<file path="src/logic/e8alu_consts.svh">
`ifndef E8ALU_CONSTS_SVH
`define E8ALU_CONSTS_SVH

// ************************************************************
// flag positions inside the flag vector {H,S,V,N,Z,C}
// ************************************************************
`define E8ALU_FLAG_C 0
`define E8ALU_FLAG_Z 1
`define E8ALU_FLAG_N 2
`define E8ALU_FLAG_V 3
`define E8ALU_FLAG_S 4
`define E8ALU_FLAG_H 5

// ************************************************************
// flag update masks
// ************************************************************
`define E8ALU_MASK_ARITH 6'h3F
`define E8ALU_MASK_WORD  6'h1F
`define E8ALU_MASK_LOGIC 6'h1E
`define E8ALU_MASK_COM   6'h1F
`define E8ALU_MASK_MUL   6'h03
`define E8ALU_MASK_NONE  6'h00

// ************************************************************
// cycle counts
// ************************************************************
`define E8ALU_CYC_ONE   2'h1
`define E8ALU_CYC_TWO   2'h2
`define E8ALU_CYC_THREE 2'h3

// ************************************************************
// reset values and constants
// ************************************************************
`define E8ALU_ALL_ONES 8'hFF
`define E8ALU_RST_PC   22'h000000

`endif

</file>
<file path="src/logic/e8alu_pkg.sv">
package e8alu_pkg;

  typedef enum logic [4:0] {
    E8ALU_ADD      = 5'h00,
    E8ALU_ADC      = 5'h01,
    E8ALU_SUB      = 5'h02,
    E8ALU_SBC      = 5'h03,
    E8ALU_WADD     = 5'h04,
    E8ALU_WSUB     = 5'h05,
    E8ALU_AND      = 5'h06,
    E8ALU_OR       = 5'h07,
    E8ALU_XOR      = 5'h08,
    E8ALU_SETB     = 5'h09,
    E8ALU_CLRB     = 5'h0A,
    E8ALU_PROBE    = 5'h0B,
    E8ALU_COM      = 5'h0C,
    E8ALU_NEG      = 5'h0D,
    E8ALU_INC      = 5'h0E,
    E8ALU_DEC      = 5'h0F,
    E8ALU_ZREG     = 5'h10,
    E8ALU_ONES     = 5'h11,
    E8ALU_MUL_UU   = 5'h12,
    E8ALU_MUL_SS   = 5'h13,
    E8ALU_MUL_SU   = 5'h14,
    E8ALU_FRACTION_PRODUCT_UNSIGNED_UU  = 5'h15,
    E8ALU_FRACTION_PRODUCT_UNSIGNED_SS  = 5'h16,
    E8ALU_FRACTION_PRODUCT_UNSIGNED_SU  = 5'h17,
    E8ALU_RGOTO    = 5'h18,
    E8ALU_AGOTO    = 5'h19,
    E8ALU_PGOTO    = 5'h1A,
    E8ALU_RELATIVE_SUBROUTINE_ENTRY    = 5'h1B,
    E8ALU_PCALL    = 5'h1C
  } e8alu_op_t;

  typedef enum logic [1:0] {
    E8ALU_IDLE = 2'b00,
    E8ALU_BUSY = 2'b01,
    E8ALU_LAST = 2'b11
  } e8alu_state_t;

  typedef struct packed {
    e8alu_state_t state;
    logic [1:0]   left;
    logic         done;
    logic         wr_en;
    logic         wr_pair;
    logic         wr_fixed;
    logic [15:0]  result;
    logic [5:0]   flag_mask;
    logic [5:0]   flags;
    logic         pc_load;
    logic [21:0]  pc_next;
    logic         push_ret;
  } e8alu_regs_t;

endpackage

</file>
<file path="src/logic/e8alu_execute.sv">
`timescale 1ns/1ps
`include "e8alu_consts.svh"
// Summary of operation
// - byte add/subtract: write, six flags, one cycle
// - word add immediate: five flags, two cycles
// - word subtract immediate: keep H, two cycles
// - AND: write, Z N V S, one cycle
// - OR and XOR: Z N V S, one cycle
// - set bits: OR mask, one cycle
// - clear bits: AND inverted mask, one cycle
// - probe: AND self, writes operand back, Z N V S, one cycle
// - multiplies to pair 1:0, Z C, two cycles
// - fractional multiplies shift product left once
// - pointer jump: PC low from Z, high cleared
// - pointer call: PC low from Z, two/three cycles
module e8alu_execute (
  // clock and reset
  input  wire logic                clk,
  input  wire logic                rst_n,
  // request from decode
  input  wire logic                start,
  input  wire e8alu_pkg::e8alu_op_t op,
  input  wire logic [15:0]         opd_a,
  input  wire logic [7:0]          opd_b,
  input  wire logic [15:0]         z_ptr,
  input  wire logic [21:0]         pc_cur,
  input  wire logic [21:0]         jump_arg,
  input  wire logic                long_pc,
  input  wire logic [5:0]          flags_in,
  // answer to register file and status
  output logic                     busy,
  output logic                     done,
  output logic                     wr_en,
  output logic                     wr_pair,
  output logic                     wr_fixed,
  output logic [15:0]              result,
  output logic [5:0]               flag_mask,
  output logic [5:0]               flags_out,
  output logic                     pc_load,
  output logic [21:0]              pc_next,
  output logic                     push_ret
);

  e8alu_pkg::e8alu_regs_t r;
  e8alu_pkg::e8alu_regs_t next_r;

  // ************************************************************
  // flag helpers
  // ************************************************************
  function automatic logic [5:0] byte_flags(input logic [7:0] res, input logic v,
                                            input logic c, input logic h);
    logic n;
    n = res[7];
    byte_flags = {h, n ^ v, v, n, (res == 8'h00), c};
  endfunction

  function automatic logic [5:0] add_flags(input logic [7:0] a, input logic [7:0] b,
                                           input logic ci);
    logic [8:0] s;
    logic [4:0] hs;
    s = {1'b0, a} + {1'b0, b} + {8'h00, ci};
    hs = {1'b0, a[3:0]} + {1'b0, b[3:0]} + {4'h0, ci};
    add_flags = byte_flags(s[7:0], (a[7] == b[7]) && (s[7] != a[7]), s[8], hs[4]);
  endfunction

  function automatic logic [5:0] sub_flags(input logic [7:0] a, input logic [7:0] b,
                                           input logic ci);
    logic [8:0] s;
    logic [4:0] hs;
    s = {1'b0, a} - {1'b0, b} - {8'h00, ci};
    hs = {1'b0, a[3:0]} - {1'b0, b[3:0]} - {4'h0, ci};
    sub_flags = byte_flags(s[7:0], (a[7] != b[7]) && (s[7] != a[7]), s[8], hs[4]);
  endfunction

  logic [15:0] sa;
  logic [15:0] sb;
  logic [31:0] prod;

  // ************************************************************
  // next state
  // ************************************************************
  always_comb begin
    next_r = r;
    next_r.done = 1'b0;
    next_r.wr_en = 1'b0;
    next_r.pc_load = 1'b0;
    next_r.push_ret = 1'b0;
    next_r.flag_mask = `E8ALU_MASK_NONE;
    sa = 16'h0000;
    sb = 16'h0000;
    prod = 32'h00000000;
    case (r.state)
      e8alu_pkg::E8ALU_IDLE: begin
        if (start) begin
          next_r.wr_pair = 1'b0;
          next_r.wr_fixed = 1'b0;
          next_r.wr_en = 1'b1;
          next_r.done = 1'b1;
          next_r.left = `E8ALU_CYC_ONE;
          next_r.flags = flags_in;
          case (op)
            e8alu_pkg::E8ALU_ADD, e8alu_pkg::E8ALU_ADC: begin
              next_r.result = {8'h00, opd_a[7:0] + opd_b
                               + {7'h00, (op == e8alu_pkg::E8ALU_ADC) & flags_in[`E8ALU_FLAG_C]}};
              next_r.flags = add_flags(opd_a[7:0], opd_b,
                               (op == e8alu_pkg::E8ALU_ADC) & flags_in[`E8ALU_FLAG_C]);
              next_r.flag_mask = `E8ALU_MASK_ARITH;
            end
            e8alu_pkg::E8ALU_SUB, e8alu_pkg::E8ALU_SBC: begin
              next_r.result = {8'h00, opd_a[7:0] - opd_b
                               - {7'h00, (op == e8alu_pkg::E8ALU_SBC) & flags_in[`E8ALU_FLAG_C]}};
              next_r.flags = sub_flags(opd_a[7:0], opd_b,
                               (op == e8alu_pkg::E8ALU_SBC) & flags_in[`E8ALU_FLAG_C]);
              next_r.flag_mask = `E8ALU_MASK_ARITH;
            end
            e8alu_pkg::E8ALU_WADD, e8alu_pkg::E8ALU_WSUB: begin
              sa = (op == e8alu_pkg::E8ALU_WADD) ? opd_a + {8'h00, opd_b}
                                                  : opd_a - {8'h00, opd_b};
              next_r.result = sa;
              next_r.wr_pair = 1'b1;
              next_r.flags[`E8ALU_FLAG_Z] = (sa == 16'h0000);
              next_r.flags[`E8ALU_FLAG_N] = sa[15];
              next_r.flags[`E8ALU_FLAG_V] = (op == e8alu_pkg::E8ALU_WADD)
                                            ? (~opd_a[15] & sa[15]) : (opd_a[15] & ~sa[15]);
              next_r.flags[`E8ALU_FLAG_C] = (op == e8alu_pkg::E8ALU_WADD)
                                            ? (opd_a[15] & ~sa[15]) : (~opd_a[15] & sa[15]);
              next_r.flags[`E8ALU_FLAG_S] = next_r.flags[`E8ALU_FLAG_N]
                                            ^ next_r.flags[`E8ALU_FLAG_V];
              next_r.flag_mask = `E8ALU_MASK_WORD;
              next_r.left = `E8ALU_CYC_TWO;
            end
            e8alu_pkg::E8ALU_AND, e8alu_pkg::E8ALU_OR, e8alu_pkg::E8ALU_XOR,
            e8alu_pkg::E8ALU_SETB, e8alu_pkg::E8ALU_CLRB, e8alu_pkg::E8ALU_PROBE,
            e8alu_pkg::E8ALU_ZREG: begin
              case (op)
                e8alu_pkg::E8ALU_AND:   sa[7:0] = opd_a[7:0] & opd_b;
                e8alu_pkg::E8ALU_OR,
                e8alu_pkg::E8ALU_SETB:  sa[7:0] = opd_a[7:0] | opd_b;
                e8alu_pkg::E8ALU_XOR:   sa[7:0] = opd_a[7:0] ^ opd_b;
                e8alu_pkg::E8ALU_CLRB:  sa[7:0] = opd_a[7:0] & (`E8ALU_ALL_ONES - opd_b);
                e8alu_pkg::E8ALU_PROBE: sa[7:0] = opd_a[7:0] & opd_a[7:0];
                default:                sa[7:0] = opd_a[7:0] ^ opd_a[7:0];
              endcase
              next_r.result = {8'h00, sa[7:0]};
              next_r.flags = byte_flags(sa[7:0], 1'b0, flags_in[`E8ALU_FLAG_C],
                                        flags_in[`E8ALU_FLAG_H]);
              next_r.flag_mask = `E8ALU_MASK_LOGIC;
            end
            e8alu_pkg::E8ALU_COM: begin
              next_r.result = {8'h00, `E8ALU_ALL_ONES - opd_a[7:0]};
              next_r.flags = byte_flags(`E8ALU_ALL_ONES - opd_a[7:0], 1'b0, 1'b1,
                                        flags_in[`E8ALU_FLAG_H]);
              next_r.flag_mask = `E8ALU_MASK_COM;
            end
            e8alu_pkg::E8ALU_NEG: begin
              next_r.result = {8'h00, 8'h00 - opd_a[7:0]};
              next_r.flags = sub_flags(8'h00, opd_a[7:0], 1'b0);
              next_r.flag_mask = `E8ALU_MASK_ARITH;
            end
            e8alu_pkg::E8ALU_INC, e8alu_pkg::E8ALU_DEC: begin
              sa[7:0] = (op == e8alu_pkg::E8ALU_INC) ? opd_a[7:0] + 8'h01 : opd_a[7:0] - 8'h01;
              next_r.result = {8'h00, sa[7:0]};
              next_r.flags = byte_flags(sa[7:0], (op == e8alu_pkg::E8ALU_INC)
                                        ? (sa[7:0] == 8'h80) : (sa[7:0] == 8'h7F),
                                        flags_in[`E8ALU_FLAG_C], flags_in[`E8ALU_FLAG_H]);
              next_r.flag_mask = `E8ALU_MASK_LOGIC;
            end
            e8alu_pkg::E8ALU_ONES: begin
              next_r.result = {8'h00, `E8ALU_ALL_ONES};
            end
            e8alu_pkg::E8ALU_MUL_UU, e8alu_pkg::E8ALU_MUL_SS, e8alu_pkg::E8ALU_MUL_SU,
            e8alu_pkg::E8ALU_FRACTION_PRODUCT_UNSIGNED_UU, e8alu_pkg::E8ALU_FRACTION_PRODUCT_UNSIGNED_SS, e8alu_pkg::E8ALU_FRACTION_PRODUCT_UNSIGNED_SU: begin
              sa = (op == e8alu_pkg::E8ALU_MUL_UU || op == e8alu_pkg::E8ALU_FRACTION_PRODUCT_UNSIGNED_UU)
                   ? {8'h00, opd_a[7:0]} : {{8{opd_a[7]}}, opd_a[7:0]};
              sb = (op == e8alu_pkg::E8ALU_MUL_SS || op == e8alu_pkg::E8ALU_FRACTION_PRODUCT_UNSIGNED_SS)
                   ? {{8{opd_b[7]}}, opd_b} : {8'h00, opd_b};
              prod = {16'h0000, sa} * {16'h0000, sb};
              next_r.flags[`E8ALU_FLAG_C] = prod[15];
              if (op == e8alu_pkg::E8ALU_FRACTION_PRODUCT_UNSIGNED_UU || op == e8alu_pkg::E8ALU_FRACTION_PRODUCT_UNSIGNED_SS
                  || op == e8alu_pkg::E8ALU_FRACTION_PRODUCT_UNSIGNED_SU) begin
                next_r.result = {prod[14:0], 1'b0};
              end else begin
                next_r.result = prod[15:0];
              end
              next_r.flags[`E8ALU_FLAG_Z] = (next_r.result == 16'h0000);
              next_r.wr_pair = 1'b1;
              next_r.wr_fixed = 1'b1;
              next_r.flag_mask = `E8ALU_MASK_MUL;
              next_r.left = `E8ALU_CYC_TWO;
            end
            e8alu_pkg::E8ALU_PGOTO, e8alu_pkg::E8ALU_PCALL: begin
              next_r.wr_en = 1'b0;
              next_r.pc_next = {6'h00, z_ptr};
              next_r.push_ret = (op == e8alu_pkg::E8ALU_PCALL);
              next_r.left = (op == e8alu_pkg::E8ALU_PCALL && long_pc)
                            ? `E8ALU_CYC_THREE : `E8ALU_CYC_TWO;
            end
            e8alu_pkg::E8ALU_RGOTO, e8alu_pkg::E8ALU_RELATIVE_SUBROUTINE_ENTRY: begin
              next_r.wr_en = 1'b0;
              next_r.pc_next = pc_cur + jump_arg + 22'h000001;
              next_r.push_ret = (op == e8alu_pkg::E8ALU_RELATIVE_SUBROUTINE_ENTRY);
              next_r.left = (op == e8alu_pkg::E8ALU_RELATIVE_SUBROUTINE_ENTRY && long_pc)
                            ? `E8ALU_CYC_THREE : `E8ALU_CYC_TWO;
            end
            e8alu_pkg::E8ALU_AGOTO: begin
              next_r.wr_en = 1'b0;
              next_r.pc_next = jump_arg;
              next_r.left = `E8ALU_CYC_THREE;
            end
            default: begin
              next_r.wr_en = 1'b0;
            end
          endcase
          // multi-cycle ops stage strobes and mask; outputs show them only with done
          if (next_r.left != `E8ALU_CYC_ONE) begin
            next_r.state = e8alu_pkg::E8ALU_BUSY;
            next_r.left = next_r.left - 2'h1;
            next_r.done = 1'b0;
          end
          next_r.pc_load = (op inside {e8alu_pkg::E8ALU_RGOTO, e8alu_pkg::E8ALU_AGOTO,
                                       e8alu_pkg::E8ALU_PGOTO, e8alu_pkg::E8ALU_RELATIVE_SUBROUTINE_ENTRY,
                                       e8alu_pkg::E8ALU_PCALL});
        end
      end
      e8alu_pkg::E8ALU_BUSY: begin
        // hold the prepared answer until its last cycle
        if (r.left == `E8ALU_CYC_ONE) begin
          next_r.state = e8alu_pkg::E8ALU_IDLE;
          next_r.done = 1'b1;
          next_r.wr_en = r.wr_en;
          next_r.pc_load = r.pc_load;
          next_r.push_ret = r.push_ret;
          next_r.flag_mask = r.flag_mask;
          next_r.left = `E8ALU_CYC_ONE;
        end else begin
          next_r.left = r.left - 2'h1;
          next_r.wr_en = r.wr_en;
          next_r.pc_load = r.pc_load;
          next_r.push_ret = r.push_ret;
          next_r.flag_mask = r.flag_mask;
        end
      end
      default: begin
        next_r.state = e8alu_pkg::E8ALU_IDLE;
      end
    endcase
  end

  // ************************************************************
  // state register
  // ************************************************************
  always_ff @(posedge clk) begin
    if (!rst_n) begin
      r <= '{state: e8alu_pkg::E8ALU_IDLE, left: `E8ALU_CYC_ONE, pc_next: `E8ALU_RST_PC,
             default: '0};
    end else begin
      r <= next_r;
    end
  end

  // ************************************************************
  // outputs; in busy cycles the strobes are staged, so gate them
  // ************************************************************
  assign busy      = r.state[0];
  assign done      = r.done;
  assign wr_en     = r.wr_en & r.done;
  assign wr_pair   = r.wr_pair;
  assign wr_fixed  = r.wr_fixed;
  assign result    = r.result;
  assign flag_mask = r.done ? r.flag_mask : 6'h00;
  assign flags_out = r.flags;
  assign pc_load   = r.pc_load & r.done;
  assign pc_next   = r.pc_next;
  assign push_ret  = r.push_ret & r.done;

endmodule

</file>
<file path="config.mk">
export PLATFORM = sky130hd
export DESIGN_NAME = e8alu_execute
export DESIGN_NICKNAME = d
export VERILOG_FILES = /design/src/logic/e8alu_pkg.sv /design/src/logic/e8alu_execute.sv
export VERILOG_INCLUDE_DIRS = /design/src /design/src/logic
export SDC_FILE = /design/constraint.sdc
export NUM_CORES = 1
export LEC_CHECK = 0
export BUFFER_PORTS_ARGS = -buffer_cell sky130_fd_sc_hd__buf_4
export CORE_MARGIN = 5
export CORE_UTILIZATION = 61
export CTS_CLUSTER_SIZE = 12
export DETAILED_ROUTE_END_ITERATION = 16
export GPL_TIMING_DRIVEN = 0
export PLACE_DENSITY = 0.87
export SETUP_SLACK_MARGIN = 0.2
export SYNTH_ARGS = -nofsm -noshare
export SYNTH_HDL_FRONTEND = slang
export SYNTH_SLANG_ARGS = --single-unit
export TNS_END_PERCENT = 1
</file>
<file path="constraint.sdc">
create_clock -name clk -period 8.5 [get_ports clk]
set_clock_uncertainty 0.05 [all_clocks]
set_input_delay 0.85 -clock clk [delete_from_list [all_inputs] [get_ports clk]]
set_output_delay 0.85 -clock clk [all_outputs]
set_load 0.02 [all_outputs]
</file>
-- Word level (Yosys, flattened, before mapping)
Index checks and enable logic that the tools add are counted.
- bitwise logic cells: 20
- reductions and logical operators: 42
- $add $sub $neg: 25
- eq/ne operators: 40
- muxes and demuxes: 41
- $mul: 1
- operator list (cell ; number):
    $pmux 16 s9 ; 1
    $mux 16 ; 7
    $pmux 22 s3 ; 1
    $eq 5x5->1 const B ; 13
    $mux 60 ; 1
    $logic_not 8->1 ; 6
    $eq 5x4->1 const B ; 8
    $pmux 8 s5 ; 1
    $logic_not 16->1 ; 2
    $mux 8 ; 4
    $and 8x8->8 ; 3
    $pmux 6 s4 ; 1
    $reduce_or 24->1 ; 1
    $add 22x1->22 const B ; 1
    $add 22x22->22 ; 1
    $pmux 3 s7 ; 1
    $eq 5x3->1 const B ; 4
    $add 16x8->16 ; 1
    $mul 16x16->16 ; 1
    $pmux 2 s8 ; 1
    $sub 16x8->16 ; 1
    $sub 8x8->8 const A ; 2
    $xor 8x8->8 ; 2
    $reduce_or 2->1 ; 7
    other kinds (57) ; 98
- register bits: 60
- input port bits: 99

-- Longest topological paths before layout
- word-level depth: 12
- mapped depth: 26

-- Worst setup path after synthesis
No wires, ideal clock.
- kind: input to register
- from: in op[2]
- to: reg r, in the netlist flags_out[1]
- stages on the path: 22
- path buffers: 1
- data required time: 8.330 ns
- path slack: 1.851 ns
- arrival time: 6.480 ns
- path through: buf_4 -> and3b_1 -> o21a_1 -> nor2_1 -> nand2_1 -> fa_1 -> fa_1 -> inv_1 -> fa_1 -> fa_1 -> fa_1 -> inv_1 -> fa_1 -> inv_1 -> ha_1 -> and3_1 -> a221oi_1 -> o21ai_0 -> xnor2_1 -> nor2_1 -> nor4_1 -> a211o_1
- cells in the longest elaborated chain, start to end: 10
- elaborated cells between the ends (all ways): 58
- those cells by class: add/sub: 2; mul: 1; eq/ne: 22; mux: 13; bitwise: 2; reduce/logical: 18
- ends and longest elaborated chain (item ; line ; text):
    start, declared ; e8alu_execute.sv:22 ; input wire e8alu_pkg::e8alu_op_t op,
    $eq 5x5->1 ; n/a ;
    $logic_or 1x1->1 (on tied branches) ; e8alu_execute.sv:173, e8alu_execute.sv:175 ;
    $mux 16 (on tied branches) ; e8alu_execute.sv:174, e8alu_execute.sv:176 ;
    $mul 16x16->16 ; e8alu_execute.sv:177 ; prod = {16'h0000, sa} * {16'h0000, sb};
    $mux 16 ; e8alu_execute.sv:179 ; if (op == e8alu_pkg::E8ALU_FRACTION_PRODUCT_UNSIGNED_UU || op == e8alu_pkg::E8ALU_FRACTION_PRODUCT_UNSIGNED_SS
    $mux 16 ; e8alu_execute.sv:101 ; case (op)
    $mux 16 ; e8alu_execute.sv:94 ; if (start) begin
    $mux 16 ; e8alu_execute.sv:92 ; case (r.state)
    $logic_not 16->1 ; e8alu_execute.sv:185 ; next_r.flags[`E8ALU_FLAG_Z] = (next_r.result == 16'h0000);
    $pmux 2 s8 * ; e8alu_execute.sv:101 ;
    end signal, assigned ; e8alu_execute.sv:254 ; r <= '{state: e8alu_pkg::E8ALU_IDLE, left: `E8ALU_CYC_ONE, pc_next: `E8ALU_RST_PC,
    end signal, assigned ; e8alu_execute.sv:257 ; r <= next_r;
    end, declared ; e8alu_execute.sv:44 ; e8alu_pkg::e8alu_regs_t r;
Every way passes the cells marked *; elsewhere a longest branch is shown, timed or not. The select of a mux whose other input is x is not followed.
A chain may end at the register's enable or synchronous reset.

-- Final worst setup path
- from: in opd_a[5]
- to: reg r, in the netlist result[15]
- cells in the longest elaborated chain, start to end: 7
- elaborated cells between the ends (all ways): 10
- those cells by class: add/sub: 2; mul: 1; mux: 7
- ends and longest elaborated chain (item ; line ; text):
    start, declared ; e8alu_execute.sv:23 ; input wire logic [15:0] opd_a,
    $mux 16 ; e8alu_execute.sv:174 ; ? {8'h00, opd_a[7:0]} : {{8{opd_a[7]}}, opd_a[7:0]};
    $mul 16x16->16 ; e8alu_execute.sv:177 ;
    $mux 16 ; e8alu_execute.sv:179 ;
    $mux 16 ; e8alu_execute.sv:101 ;
    $mux 16 ; e8alu_execute.sv:94 ;
    $mux 16 ; e8alu_execute.sv:92 ;
    $pmux 16 s9 * ; e8alu_execute.sv:101 ;
Marks and branches as above.

==> reports/metrics.csv <==
metric,value,unit
ys_ff_latch,57,
clk_latency,0.33,ns
die-area,0.0210,sq mm
ctsResizeCount,0,
place_congestion,1.11,
startpoint,opd_a[5],
synth_common_cells,"146 x inv_1, 136 x ha_1, 124 x nor2_1",
timing.final.ws_setup,0.899,ns
status,"finished, final reports clean",
clock_path_buffers,2,
avgSynthCellArea,7.63,sq um
yosysMostFrequentCell,inv_1,
cap_violations,0,
clkSinkCount,57,
io_pins,156,
cts_made_buffers,9,
grt_pass1_wl,62600,microns
reg2regPathDepth,10,
synth.distinct_cells,76,
hpwl,33600,microns
grt_pass1_vias,11389,
cts_tree,done,
holdCritPathClass,flop to flop,
ys_top_cells_by_area,"ha_1 15%, fa_1 14%, dfxtp_1 10%, xnor2_1 5.1%, inv_1 4.9%",
pre_cts_ws,0.775,ns
fp.dieH,145,microns
core,0.0180,sq mm
yosysTopAreaCell,ha_1,
cp.arrival,7.74,ns
hold_slack,0.403,ns
synth_ff_type,dfxtp_1,
fin_crit_sh,89.4,%
multiInputGateArea,0.00876,sq mm
timing.fmax,132,MHz
drc_errors,0,
async_reset_ff_share,0,%
synth-edff-count,0,
tns,0,ns
grt_max_degree,14,
postPlaceCellArea,0.0125,sq mm
yosys_warnings,0,
synthCells,1455,
relSlewSlack,17.1,%
dr.first_iter.drc_count,1336,
ff_latch_area,0.00114,sq mm
fillers,1466,
drt_pre_antenna_iters,6,
synth_top_area_share,15.3,%
die_width,145,microns
antenna_left,0,
grt_usage,38.6,%
clockRootBuffer,clkbuf_16,
h-tree-depth,3,
start_util,61.8,%
ctsHoldBuffers,0,
endpoint_kind,flop,
ir_drop,0.230,mV
power_density,182,mW/mm^2
fin_crit,7.60,ns
layout-drive-gt1-share,15.0,%
fin_area,0.0129,sq mm
netlist_area,0.0111,sq mm
nets,1931,
drt-total-wl,41500,microns
post_cts_buffers,0,
wl_per_cell,22.4,microns
worstSetupEndpoint,result[15],
synthesis.nets,1765,
ff2ff_setup_slack,5.46,ns
required,8.63,ns
start_kind,primary input,
r2r_end,flags_out[1],
min_from,result[3],
r2r_start,busy,
syn_to_final_growth,15.9,%
hold_viol,0,
leakage,5.92,nW
grt.overflow.total,0,
setup_viol,0,
antenna_found_initial,0,
critPathKind,primary input to flop,
ys_seq_area_share,10.3,%
clkTransAtPathRegs,0.06,ns
grt_setup_unrepaired,false,
core.rowCount,49,
num_vias,12091,
vias_per_cell,6.51,
port_buffers,155,
drv_slew,0,
worst_pin_slew,1.23,ns
critPathMaxFanout,10,
[final cells by class]
class	count	area share, %
multi-input cells	1128	68.1
repair buffers	155	9.05
flip-flops and latches	57	8.87
plain buffers	115	4.81
inverters	155	4.52
well taps	229	2.23
clock buffers	9	1.75
clock inverters	7	0.603
diodes	1	0.0195
[worst max-delay path, stage by stage]
cell      delay (ns)
buf_4           0.12
clkbuf_1        0.48
clkinv_1        0.64
nor2_1          0.32
fa_1            0.48
fa_1            0.44
ha_1            0.23
fa_1            0.50
inv_1           0.05
fa_1            0.48
fa_1            0.56
inv_1           0.05
ha_1            0.33
or2_2           0.33
a21oi_1         0.15
a21oi_1         0.08
a221oi_1        0.43
o21ai_0         0.25
xnor2_1         0.44
nor2_1          0.10
o21ai_0         0.28
a311oi_1        0.14
[worst min path at each step]
stage | end | cells after the start
2_1_floorplan | result[2] | 2
3_3_place_gp | result[3] | 2
3_5_place_dp | result[3] | 2
4_1_cts | result[3] | 2
5_1_grt | result[3] | 2
6_report | result[3] | 2
[power breakdown]
part	internal [mW]	switching [mW]	total (mW)
registers	0.286	0.0113	0.297
clock network	0.229	0.138	0.367
logic	0.660	1.02	1.68
total	1.17	1.17	2.35
[state kept, by name (all words and copies together), names as in the netlist]
register	cells
pc_next	22
result	16
r	9
wr_fixed	1
flags_out	6
wr_pair	1
busy	1
done	1
[layer usage]
| layer | part of all wire, % | wire (microns) | vias up | global-route usage (%) |
|---|---|---|---|---|
| met2 | 43 | 17900 | 899 | 60.0 |
| met5 | 0 | 0 | - | 0 |
| li1 | - | - | 5387 | - |
| met1 | 38 | 15800 | 5609 | 50.4 |
| met4 | 5.4 | 2240 | 0 | 17.5 |
| met3 | 13 | 5570 | 196 | 9.96 |
[cell usage in the layout (no fill, tap or decap), types with 13 or more instances in the layout]
| cell | synthesis | layout |
|---|---|---|
| and2_1 | 22 | 22 |
| xor2_1 | 24 | 24 |
| inv_1 | 146 | 146 |
| ha_1 | 136 | 136 |
| clkbuf_1 | 54 | 54 |
| a31oi_1 | 21 | 21 |
| nor2_1 | 124 | 124 |
| a221oi_1 | 25 | 25 |
| o21ai_0 | 91 | 91 |
| o21a_1 | 14 | 14 |
| nor2b_1 | 16 | 16 |
| nand3_1 | 32 | 32 |
| fa_1 | 75 | 75 |
| buf_4 | 47 | 202 |
| nand2_1 | 116 | 116 |
| nor3_1 | 38 | 38 |
| a21o_1 | 21 | 21 |
| xnor2_1 | 64 | 64 |
| o211ai_1 | 13 | 13 |
| a211oi_1 | 16 | 16 |
| a21oi_1 | 94 | 94 |
| dfxtp_1 | 57 | 57 |
[per-stage QoR]
stage          util, %  power (mW)  cells
2_1_floorplan        -        1.44   1455
3_3_place_gp      69.8        1.87   1839
3_5_place_dp      69.8        1.93   1839
4_1_cts           71.5        2.31   1855
5_1_grt           71.6        2.51   1855
6_report          71.6        2.35   1856
[logic make-up after synthesis]
kind of cell,count (synthesis),synth area share (%)
muxes,10,0.936
xor gates and xnor gates,91,7.55
DFF,57,10.3
AOI/OAI and AO/OA,381,22.5
adders and majority gates,211,28.9
buffers and inverters,270,10.8
and+or+nand+nor,435,19.0
(Power assumes the default switching activity.)
